[src/inc/tmr_pkg.sv]
/*
  Constants, types and carriers for the 16-bit reloadable timer with counter,
  comparator counter and single-output PWM modes.
  Assumes the includer compiles this package before any module that imports it.
*/
// Contract
// - Sixteen-bit counter with sixteen-bit reload, both loaded through high and low bytes.
// - Counter mode toggles the timer output at every reload.
// - Counter mode counts rising or falling timer input edges per polarity select.
// - Edge select also fixes the starting output level, routed to a pin or not.
// - Counter mode start count serves first pass only; reloads restart at 0001H.
// - Input edges since start equal current count minus starting count.
// - Comparator counter mode counts comparator output edges instead of the pin.
// - Polarity select picks rising or falling comparator edges.
// - Comparator counter mode bypasses the prescaler; each edge counts directly.
// - PWM mode counts prescaled clocks up and toggles output at the match value.
// - PWM mode at reload raises interrupt, sets count to 0001H, keeps counting.
// - PWM with polarity one starts high, low at match, high at restart.
// - PWM with polarity zero starts low, high at match, low at restart.
// - PWM start count serves first period only; later periods begin at 0001H.
package tmr_pkg;

  localparam int          TMR_PRE_W      = 7;
  localparam int          TMR_PSC_W      = 3;
  localparam logic [15:0] TMR_COUNT_RST  = 16'h0001;
  localparam logic [15:0] TMR_RESTART    = 16'h0001;
  localparam logic [15:0] TMR_RELOAD_RST = 16'hFFFF;
  localparam logic [15:0] TMR_PWM_RST    = 16'h0000;
  localparam logic [6:0]  TMR_PRE_RST    = 7'h00;
  localparam int          TMR_HI_MSB     = 15;
  localparam int          TMR_HI_LSB     = 8;
  localparam int          TMR_LO_MSB     = 7;
  localparam int          TMR_LO_LSB     = 0;

  typedef enum logic [2:0] {
    TMR_MODE_COUNTER     = 3'h1,
    TMR_MODE_CMP_COUNTER = 3'h2,
    TMR_MODE_PWM         = 3'h4
  } tmr_mode_t;

  typedef enum logic [5:0] {
    TMR_WR_COUNT_HI  = 6'h01,
    TMR_WR_COUNT_LO  = 6'h02,
    TMR_WR_RELOAD_HI = 6'h04,
    TMR_WR_RELOAD_LO = 6'h08,
    TMR_WR_PWM_HI    = 6'h10,
    TMR_WR_PWM_LO    = 6'h20
  } tmr_wsel_t;

  typedef struct packed {
    logic                 enable;
    tmr_mode_t            mode;
    logic                 output_polarity_select;
    logic [TMR_PSC_W-1:0] prescale;
  } tmr_cfg_t;

  typedef struct packed {
    logic      valid;
    tmr_wsel_t sel;
    logic [7:0] data;
  } tmr_wr_t;

  typedef struct packed {
    logic [15:0] count;
    logic [15:0] reload;
    logic [15:0] pwm;
  } tmr_regs_t;

endpackage

[src/logic/tmr_core.sv]
/*
  Timer core: counter, comparator counter and single-output PWM modes.
  Assumes timer_in and comparator_out may change at any time and are synchronised
  here; configuration and byte writes come synchronous to clk from software logic.
*/
`timescale 1ns/1ps
module tmr_core
  import tmr_pkg::*;
(
  // Clock and reset
  input  wire logic      clk,
  input  wire logic      arst_n,
  // Configuration and byte writes
  input  tmr_cfg_t       cfg,
  input  tmr_wr_t        wr,
  // Event sources
  input  wire logic      timer_in,
  input  wire logic      comparator_out,
  // Results
  output tmr_regs_t      regs_ff,
  output logic           timer_out_ff,
  output logic           irq_ff
);

  logic                 tin_s1_ff;
  logic                 tin_s2_ff;
  logic                 tin_s3_ff;
  logic                 cmp_s1_ff;
  logic                 cmp_s2_ff;
  logic                 cmp_s3_ff;
  logic [TMR_PRE_W-1:0] pre_ff;
  logic [TMR_PRE_W-1:0] nxt_pre;
  tmr_regs_t            nxt_regs;
  logic                 nxt_timer_out;
  logic                 nxt_irq;
  logic                 tick;
  logic [15:0]          count_inc;

  // Edge detector shared by the pin and the comparator path.
  function automatic logic edge_hit(input logic prev, input logic cur, input logic falling);
    edge_hit = falling ? (prev & ~cur) : (~prev & cur);
  endfunction

  // Terminal value of the prescaler for a divide by two to the power of psc.
  function automatic logic [TMR_PRE_W-1:0] pre_last(input logic [TMR_PSC_W-1:0] psc);
    logic [TMR_PRE_W:0] one_hot;
    one_hot  = {{TMR_PRE_W{1'b0}}, 1'b1} << psc;
    pre_last = one_hot[TMR_PRE_W-1:0] - {{(TMR_PRE_W-1){1'b0}}, 1'b1};
  endfunction

  // Only the second and third stages feed the edge detectors, never the first.
  always_ff @(posedge clk or negedge arst_n) begin
    if (!arst_n) begin
      tin_s1_ff <= 1'b0;
      tin_s2_ff <= 1'b0;
      tin_s3_ff <= 1'b0;
      cmp_s1_ff <= 1'b0;
      cmp_s2_ff <= 1'b0;
      cmp_s3_ff <= 1'b0;
    end else begin
      tin_s1_ff <= timer_in;
      tin_s2_ff <= tin_s1_ff;
      tin_s3_ff <= tin_s2_ff;
      cmp_s1_ff <= comparator_out;
      cmp_s2_ff <= cmp_s1_ff;
      cmp_s3_ff <= cmp_s2_ff;
    end
  end

  always_comb begin
    nxt_regs      = regs_ff;
    nxt_timer_out = timer_out_ff;
    nxt_irq       = 1'b0;
    nxt_pre       = TMR_PRE_RST;
    tick          = 1'b0;
    count_inc     = regs_ff.count + 16'h0001;
    case (cfg.mode)
      TMR_MODE_COUNTER: begin
        tick = edge_hit(tin_s3_ff, tin_s2_ff, cfg.output_polarity_select);
      end
      TMR_MODE_CMP_COUNTER: begin
        tick = edge_hit(cmp_s3_ff, cmp_s2_ff, cfg.output_polarity_select);
      end
      TMR_MODE_PWM: begin
        tick    = (pre_ff == pre_last(cfg.prescale));
        nxt_pre = tick ? TMR_PRE_RST : pre_ff + {{(TMR_PRE_W-1){1'b0}}, 1'b1};
      end
      default: begin
        tick = 1'b0;
      end
    endcase
    if (!cfg.enable) begin
      nxt_pre       = TMR_PRE_RST;
      nxt_timer_out = cfg.output_polarity_select;
    end else if (tick) begin
      if (regs_ff.count == regs_ff.reload) begin
        nxt_regs.count = TMR_RESTART;
        nxt_irq        = 1'b1;
        if (cfg.mode == TMR_MODE_PWM) begin
          nxt_timer_out = cfg.output_polarity_select;
        end else begin
          nxt_timer_out = ~timer_out_ff;
        end
      end else begin
        nxt_regs.count = count_inc;
        if ((cfg.mode == TMR_MODE_PWM) && (count_inc == regs_ff.pwm)) begin
          nxt_timer_out = ~cfg.output_polarity_select;
        end
      end
    end
    // A software byte write wins over counting for the byte it writes in the same cycle; the other count byte still takes the counted value.
    if (wr.valid) begin
      case (wr.sel)
        TMR_WR_COUNT_HI: begin
          nxt_regs.count[TMR_HI_MSB:TMR_HI_LSB] = wr.data;
        end
        TMR_WR_COUNT_LO: begin
          nxt_regs.count[TMR_LO_MSB:TMR_LO_LSB] = wr.data;
        end
        TMR_WR_RELOAD_HI: begin
          nxt_regs.reload[TMR_HI_MSB:TMR_HI_LSB] = wr.data;
        end
        TMR_WR_RELOAD_LO: begin
          nxt_regs.reload[TMR_LO_MSB:TMR_LO_LSB] = wr.data;
        end
        TMR_WR_PWM_HI: begin
          nxt_regs.pwm[TMR_HI_MSB:TMR_HI_LSB] = wr.data;
        end
        TMR_WR_PWM_LO: begin
          nxt_regs.pwm[TMR_LO_MSB:TMR_LO_LSB] = wr.data;
        end
        default: begin
          nxt_regs = nxt_regs;
        end
      endcase
    end
  end

  always_ff @(posedge clk or negedge arst_n) begin
    if (!arst_n) begin
      regs_ff.count  <= TMR_COUNT_RST;
      regs_ff.reload <= TMR_RELOAD_RST;
      regs_ff.pwm    <= TMR_PWM_RST;
      pre_ff         <= TMR_PRE_RST;
      timer_out_ff   <= 1'b0;
      irq_ff         <= 1'b0;
    end else begin
      regs_ff        <= nxt_regs;
      pre_ff         <= nxt_pre;
      timer_out_ff   <= nxt_timer_out;
      irq_ff         <= nxt_irq;
    end
  end

endmodule

[config.mk]
export PLATFORM = sky130hd
export DESIGN_NAME = tmr_core
export DESIGN_NICKNAME = d
export VERILOG_FILES = /design/src/inc/tmr_pkg.sv /design/src/logic/tmr_core.sv
export SDC_FILE = /design/constraint.sdc
export NUM_CORES = 1
export LEC_CHECK = 0
export BUFFER_PORTS_ARGS = -buffer_cell sky130_fd_sc_hd__buf_2
export CAP_MARGIN = 20
export CORE_UTILIZATION = 46
export CTS_BUF_LIST = sky130_fd_sc_hd__clkbuf_8
export DETAILED_ROUTE_END_ITERATION = 10
export PLACE_DENSITY_LB_ADDON = 0.08
export RECOVER_POWER = 50
export SYNTH_ARGS = -nofsm -noshare
export SYNTH_HDL_FRONTEND = slang
export SYNTH_SLANG_ARGS = --single-unit
[constraint.sdc]
create_clock -name clk -period 6.4 [get_ports clk]
set_clock_uncertainty 0.2 [all_clocks]
set_input_delay 0.64 -clock clk [delete_from_list [all_inputs] [get_ports clk]]
set_output_delay 0.64 -clock clk [all_outputs]
set_load 0.005 [all_outputs]
**Yosys cells after proc, flatten, opt, wreduce, memory -nomap -nowiden**

Cells that the tools add are included.

- Logic and storage cells: 72
- Output and inout bits: 50
- Flip-flop bits (word level): 63
- Input port bits: 27

- Eq/ne operators: 14
- Muxes and demuxes: 24
- Reductions and logical operators: 6
- Add/sub/neg operators: 3
- Shifts and indexed selects: 1
- Bitwise logic cells: 10

Operator list:

| operator | count |
|---|---|
| $mux 16 | 3 |
| $mux 48 | 1 |
| $mux 8 | 6 |
| $eq 16x16->1 | 2 |
| $mux 7 | 3 |
| $add 16x1->16 const B | 1 |
| $mux 1 | 10 |
| $reduce_and 2->1 | 5 |
| $add 7x1->7 const B | 1 |
| $eq 7x7->1 | 1 |
| $shl 1x3->7 const A | 1 |
| $sub 7x1->7 const B | 1 |
| $eq 6x1->1 const B | 1 |
| $eq 6x2->1 const B | 1 |
| $eq 6x3->1 const B | 1 |
| $eq 6x4->1 const B | 1 |
| $eq 6x5->1 const B | 1 |
| $eq 6x6->1 const B | 1 |
| $not 1->1 | 6 |
| $and 1x1->1 | 4 |
| $eq 3x1->1 const B | 1 |
| $eq 3x2->1 const B | 1 |
| $eq 3x3->1 const B | 1 |
| $ne 3x1->1 const B | 1 |
| 3 further kinds | 3 |

**Depth between registers and ports, before layout**

Gate-level depths: netlist (run 1).

- Depth in word-level cells: 8
- Depth in mapped cells: 10

**Worst setup path after synthesis (run 1)**

Ideal clock, no wire load.

- Path type: reg2reg
- From: reg regs_ff[32] (netlist bit)
- To: reg timer_out_ff
- Path buffers: 0
- Stages on the path, launching flop included: 9
- Arrival time: 2,286 ps
- Path slack: 3,790 ps
- Library setup time: 124 ps
- Path through: dfstp_2 ha_1 nand3_1 nor2_1 xnor2_1 or4_1 a2111oi_2 nand4_1 o2bb2ai_1

- Word-level cells in the longest chain between the ends: 5
- Elaborated cells on any way between the ends: 9

Ends and longest elaborated chain:

| element | RTL line | text |
|---|---|---|
| from (decl) | tmr_core.sv:20 | `output tmr_regs_t regs_ff,` |
| from (signal assigned) | tmr_core.sv:148 | `regs_ff <= nxt_regs;` |
| $add 16x1->16 | tmr_core.sv:76 | `count_inc = regs_ff.count + 16'h0001;` |
| $eq 16x16->1 | tmr_core.sv:106 | `if ((cfg.mode == TMR_MODE_PWM) && (count_inc == regs_ff.pwm)) begin` |
| $logic_and 1x1->1 | tmr_core.sv:106 |  |
| $ne 3x1->1 (no line) | - |  |
| $reduce_and 2->1 (no line) | - |  |
| to (signal assigned) | tmr_core.sv:150 | `timer_out_ff <= nxt_timer_out;` |
| to (decl) | tmr_core.sv:21 | `output logic timer_out_ff,` |

Parallel ways exist; a longest one is shown, timed or not. The select of a mux whose other input is x is not followed.
A chain may end at the register's enable or synchronous reset.

==> results of run 1 <==
through the flow:
step	setup slack [ns]	instances	area, µm²	total power, mW
6_report	2.73	531	4230	1.27
5_1_grt	1.99	531	4230	1.34
3_3_place_gp	3.16	515	4030	0.899
3_5_place_dp	3.16	515	4030	0.903
2_1_floorplan	3.79	352	3570	0.765
4_1_cts	3.40	531	4240	1.28
cells by family (layout without fill, tap and decap cells):
logic type                 after synthesis  after routing
muxes                                   35             35
adders and majority gates                2              2
buffers and inverters                   20            100
AOI/OAI and AO/OA                       49             49
and+or+nand+nor                        136            136
DFF                                     63             63
xor gates and xnor gates                47             47
cells in the mapped netlist, types with 3 or more instances:
cell type | instances | area, µm²
a21oi_1 | 6 | 30.0
nor3b_1 | 3 | 22.5
nand2b_1 | 5 | 31.3
buf_2 | 5 | 25.0
nand2_1 | 14 | 52.6
inv_1 | 5 | 18.8
nand3b_1 | 10 | 75.1
clkbuf_1 | 6 | 22.5
and3_1 | 3 | 18.8
nor3_1 | 5 | 25.0
xnor2_1 | 35 | 307
dfrtp_1 | 46 | 1150
dfstp_2 | 17 | 447
nor2_1 | 44 | 165
nor4b_1 | 3 | 26.3
a31oi_1 | 15 | 93.8
nor4_1 | 7 | 43.8
o21ai_0 | 16 | 80.1
nor2b_1 | 9 | 56.3
and4_1 | 3 | 26.3
xor2_1 | 12 | 105
mux2_2 | 33 | 372
nand4_1 | 8 | 50.1
nand3_1 | 14 | 70.1
metal layers:
layer | GRT usage (%) | vias up
li1 | - | 1411
met1 | 34.1 | 1444
met2 | 34.6 | 97
met3 | 3.98 | 11
met5 | 0 | -
met4 | 8.20 | 0
sequential cells by signal, summed over array words and instances (netlist names):
register,cells
tin_s1_ff,1
cmp_s2_ff,1
timer_out_ff,1
tin_s2_ff,1
tin_s3_ff,1
irq_ff,1
pre_ff,7
regs_ff,48
cmp_s3_ff,1
cmp_s1_ff,1
worst min path at each step:
stage,slack (ns),start,to
final,0.15,tin_s1_ff,tin_s2_ff
after global routing,0.16,cmp_s1_ff,cmp_s2_ff
after CTS,0.15,cmp_s1_ff,cmp_s2_ff
after detailed placement,0.13,cmp_s1_ff,cmp_s2_ff
after global placement,0.13,cmp_s1_ff,cmp_s2_ff
after floorplan,0.13,cmp_s1_ff,cmp_s2_ff
report_power, final:
group	switching [mW]	internal [mW]
clock network	0.154	0.216
registers	0.0991	0.468
logic	0.154	0.176
total	0.407	0.860
cell usage in the layout (no fill, tap or decap), drive strengths merged, types with 2 or more instances in the layout:
cell type and n:
and3 3, nor3b 3, clkinvlp 2, a21oi 6, nor4b 3, dfrtp 46, nand3 14, ha 2
nand4 8, and3b 2, clkbuf 14, a31oi 15, nand2b 5, bufinv 2, mux2i 2, o211ai 2
nor3 5, buf 74, nand2 14, inv 6, nor4 7, nand4b 2, and4 3, clkinv 2
nand3b 10, mux2 33, nor2 44, o21ai 16, dfstp 17, xor2 12, nor2b 9, xnor2 35
area by class of cell:
type	count	area [µm²]
clock inverters	7	88.8
inverters	5	18.8
flip-flops and latches	63	1600
repair buffers	79	394
clock buffers	9	124
fillers	676	3140
multi-input cells	269	1880
well taps	99	124
==> impl_results.md, run 1 <==
* Outcome: complete, but fails checks
* Failing checks: max-capacitance violations, max-slew violations
* Num ports at 77
* CP Launch Type: input pin
* Largest family of logic cells by synthesized area: simple AND/OR/NAND/NOR gates
* Placer's final routability congestion estimate at just under 0.8
* TritonCTS Buffers at 9
* Initial antenna violation count at 0
* Post-CTS Setup Inserts at 0
* Cts repair resizes at 0
* Crit path from: arst_n
* Net Count, Synth at 381
* RR Endpoint: timer_out_ff
* Routed WL at 8810 µm
* Clk root buf: clkbuf_8
* Setup TNS at 0 ns
* WL/cell at 16.6 µm
* CTS tree: built
* Initial core utilization at 48.5%
* Crit end category: asynchronous set/reset pin
* Worst vdd ir at 0.169 mV
* Max_slew headroom at -127%
* Worst r2r src: regs_ff[32]
* R2R Setup Slk at 3.39 ns
* Worst-Margin Slew at 3.41 ns
* Achievable Freq at 272 MHz
* Largest net degree at the start of global routing at 64
* Core ar. at around 0.0074 mm²
* CP max stage delay at 2.39 ns
* Crit path to: pre_ff[3]
* Xor/xnor share of the synthesized area at between 10% and 20%
* Syn Inst Count at 352
* Remaining antenna violation count at 0
* DP HPWL at 6300 µm
* Adder-Cell Fraction of Synth Area at 0.700%
* Hold Crit Depth at 0
* Share of layout cells above drive strength 1 at 33.1%
* Worst Reg-to-Reg Cells at 8
* Ys flop type: dfrtp_1
* Ordered cell list for the critical path: buf_2, clkbuf_1
* Number of synthesized register bits at 63
* Post-synthesis mux area share at 11.0%
* Htree depth at 3
* Kind of critical path: in2async
* Crit path buf inv count at 2
* Max-slew violations at 64
* Final hold viol count at 0
* CP Depth at 2
* Final min period at 3.67 ns
* Vias in the first global route at 2810
* Worst Path Required at 5.87 ns
* Total GRT Usage at 23.3%
* Yosys cell types at between 40 and 50
* Met3 routed WL at between 400 and 500 µm
* DRC at 0
* Sequential-to-total area share from yosys stat at 44.7%
* Simple logic cell fraction of the synthesized area at about a fifth
* Antenna Cells at 0
* IO buf count at 76
* LEAKAGE at 1.86 nW
* Die Ht at 90.2 µm
* Synthesis Warnings at 0
* EDFF count, synth at 0
* Pre-antenna DRT Iters at 4
* Drt initial violations at 219
* Hold_ws at 0.148 ns
* Die area at 0.00813 mm²
* Class of the worst hold path: reg2reg
* Clk slew on worst S/H paths at about 0.07 ns
* Mapped cell area at between 0.003 and 0.004 mm²
* Nets at about 460
* Top Family by Delay on Critical Path: buffers and inverters
* Synth Area in Compound Gates at 8.93%
* Vias per inst at 5.58
* Asr flop ratio synth at 100%
* Setup violators final at 0
* Crit path DAT at roughly 3.1 ns
* Maxcap violations at 1
* # rows at 31
* Met2 routed WL at 3830 µm
* First-pass GRT wire length at 14800 µm
* Met1 Wirelength at 4410 µm
* Hold bufs inserted after CTS at 0
* GRT Residual Overflow at 0
* Crit path max fanout at 63
* Die width at approximately 90 µm
* Syn avg cell area at 10.2 µm²
* Final period util at 57.4%
* Sinks on Clock Net at 63
* Max Used Layer: met4
* Area Growth Syn to Fin at 18.4%
* Worst-Skew Late Latency at around 0.33 ns
* Pwr dens at 300 mW/mm²
* Clock tree buffer depth at 2
* RSZ-0062 raised after global routing: no
* Total number of vias at 2963
* Worst path slowest cell: clkbuf_1
* Fin util at 57.4%
Note: power is estimated with default switching activity, not from simulation.
==> inputs of run 2 (changes only) <==
==> constraint.sdc (replaced) <==
create_clock -name clk -period 3.3 [get_ports clk]
set_clock_uncertainty 0.2 [all_clocks]
set_input_delay 0.33 -clock clk [delete_from_list [all_inputs] [get_ports clk]]
set_output_delay 0.33 -clock clk [all_outputs]
set_load 0.005 [all_outputs]
==> impl_results.md, run 2 (synthesized netlist as in run 1, its figures left out) <==
* Commonest non-fill, non-tap cell in the layout: buf_2 (unchanged)
* # rows at 31 (unchanged)
* Core ar. at 0.00737 mm² (unchanged)
* Worst r2r src: regs_ff[32] (unchanged)
* Max_slew headroom at 22.6% (was -127%)
* Vias in the first global route at 2867 (was 2810)
* Hold Crit Depth at 3 (was 0)
* CTS tree: built (unchanged)
* Antenna Cells at 0 (unchanged)
* Pre-antenna DRT Iters at 4 (unchanged)
* Final period util at approximately nine tenths
* Max-slew violations at 0 (was 64)
* R2R Setup Slk at 0.30 ns (was 3.39 ns)
* Kind of critical path: reg2reg (was in2async)
* Worst Reg-to-Reg Cells at 8 (unchanged)
* Outcome: completed (was complete, but fails checks)
* Class of the worst hold path: in2reg (was reg2reg)
* Pwr dens at 564 mW/mm² (was 300 mW/mm²)
* Maxcap violations at 0 (was 1)
* Setup TNS at 0 ns (unchanged)
* Htree depth at 3 (unchanged)
* CP Depth at 8 (was 2)
* Placer's final routability congestion estimate at 0.854 (was 0.796)
* TritonCTS Buffers at 9 (unchanged)
* WL/cell at 17.1 µm (was 16.6 µm)
* Top Family by Delay on Critical Path: simple AND/OR/NAND/NOR gates (was buffers and inverters)
* Sinks on Clock Net at 63 (unchanged)
* Initial antenna violation count at 0 (unchanged)
* Top Registers: regs_ff (48), pre_ff (7) (unchanged)
* Cts repair resizes at 0 (unchanged)
* Clk root buf: clkbuf_8 (unchanged)
* Worst-Margin Slew at 1.16 ns (was 3.41 ns)
* Die Ht at 90.2 µm (unchanged)
* RSZ-0062 raised after global routing: no (unchanged)
* Crit path DAT at 3.04 ns (was 3.14 ns)
* Final hold viol count at 0 (unchanged)
* Total GRT Usage at 24.4% (was 23.3%)
* Final min period at approximately 3 ns
* Area Growth Syn to Fin at 20.0% (was 18.4%)
* Crit path to: timer_out_ff (was pre_ff[3])
* Largest net degree at the start of global routing at 38 (was 64)
* Clk slew on worst S/H paths at 0.07 ns (about the same)
* LEAKAGE at 1.89 nW (was 1.86 nW)
* Routed WL at 9250 µm (was 8810 µm)
* Initial core utilization at 48.5% (unchanged)
* Worst vdd ir at 0.250 mV (was 0.169 mV)
* Crit path buf inv count at 0 (was 2)
* Vias per inst at 5.53 (was 5.58)
* Clock tree buffer depth at 2 (unchanged)
* Die area at 0.00813 mm² (unchanged)
* Filler cell count at 691 (was 676)
* Most frequent cells in the layout: buf_2, dfrtp_1, nor2_1 (unchanged)
* Max reg flops at 48 (unchanged)
* Die width at 90.2 µm (unchanged)
* First-pass GRT wire length at 15300 µm (was 14800 µm)
* CP Launch Type: flip-flop (was input pin)
* Fin util at 58.2% (was 57.4%)
* Ordered cell list for the critical path: ha_1, nand3_1, nor2_1, xnor2_1, or4_1, a2111oi_2, nand4_1, o2bb2ai_1 (was buf_2, clkbuf_1)
* IO buf count at 76 (unchanged)
* Crit path max fanout at 7 (was 63)
* Achievable Freq at 333 MHz
* DRC at 0 (unchanged)
* DP HPWL at 6710 µm (was 6300 µm)
* Nets at 467 (was 456)
* Worst path slowest cell: dfstp_2 (was clkbuf_1)
* Most flops, register: regs_ff (unchanged)
* Setup violators final at 0 (unchanged)
* Crit path from: regs_ff[32] (was arst_n)
* Total number of vias at 2998 (was 2963)
* Worst-Skew Late Latency at 0.35 ns (was 0.33 ns)
* CP max stage delay at 0.61 ns (was 2.39 ns)
* Num ports at 77 (unchanged)
* Drt initial violations at 163 (was 219)
* GRT Residual Overflow at 0 (unchanged)
* RR Endpoint: timer_out_ff (unchanged)
* Share of layout cells above drive strength 1 at 33.0% (was 33.1%)
* Worst Path Required at 3.33 ns (was 5.87 ns)
* Crit end category: flip-flop (was asynchronous set/reset pin)
* Remaining antenna violation count at 0 (unchanged)
-- run 2: how the worst min path moves through the flow --
stage,slack [ns],startpoint,to
2_1_floorplan,-0.17,arst_n,cmp_s1_ff
3_5_place_dp,-0.03,arst_n,tin_s2_ff
3_3_place_gp,-0.04,arst_n,tin_s2_ff
5_1_grt,0.12,wr[1],regs_ff[41]
6_report,0.12,wr[1],regs_ff[33]
4_1_cts,0.1,wr[1],regs_ff[41]
-- run 2: per-stage QoR --
| stage | hold slack (ns) | cells | instance area [µm²] | setup slack [ns] | power, mW |
|---|---|---|---|---|---|
| after global placement | -0.0410 | 523 | 4090 | 0.468 | 1.76 |
| after floorplan | -0.166 | 352 | 3570 | 0.690 | 1.48 |
| after CTS | 0.0985 | 542 | 4310 | 0.328 | 2.44 |
| after detailed placement | -0.0327 | 523 | 4090 | 0.349 | 1.77 |
| after global routing | 0.116 | 542 | 4290 | 0.0628 | 2.55 |
| final | 0.116 | 542 | 4290 | 0.295 | 2.42 |
-- run 2: layout make-up --
class / instances / area [µm²] / share of cell area, %
inverters: 5 / 18.8 / 0.438
multi-input cells: 269 / 1880 / 43.9
flip-flops and latches: 63 / 1600 / 37.3
clock inverters: 7 / 65.1 / 1.52
clock buffers: 9 / 124 / 2.89
repair buffers: 90 / 475 / 11.1
well taps: 99 / 124 / 2.89
-- run 2: tightest hold or removal path, delay by kind of cell --
kind | cells | cell delay, ns
buffers and inverters | 1 | 0.15
AO/OA/AOI/OAI | 1 | 0.05
AND/OR/NAND/NOR | 1 | 0.11
-- run 2: layer usage --
layer | vias up | routed length (µm) | track usage (%)
met2 | 86 | 3910 | 33.9
met5 | - | 0 | 0
met3 | 14 | 467 | 4.57
met4 | 0 | 169 | 10.3
li1 | 1427 | - | -
met1 | 1471 | 4700 | 36.7
-- run 2: what timing repair did --
item | 4_1_cts | 5_1_grt
hold buffers | 3 | 0
buffers inserted | 0 | 0
endpoints found under the hold margin | 48 | 0
endpoints found under the setup margin | 0 | 0
-- run 2: where the power goes --
group / total [mW] / internal, mW / switching (mW)
logic: 0.686 / 0.357 / 0.329
registers: 1.07 / 0.908 / 0.166
clock network: 0.658 / 0.343 / 0.315
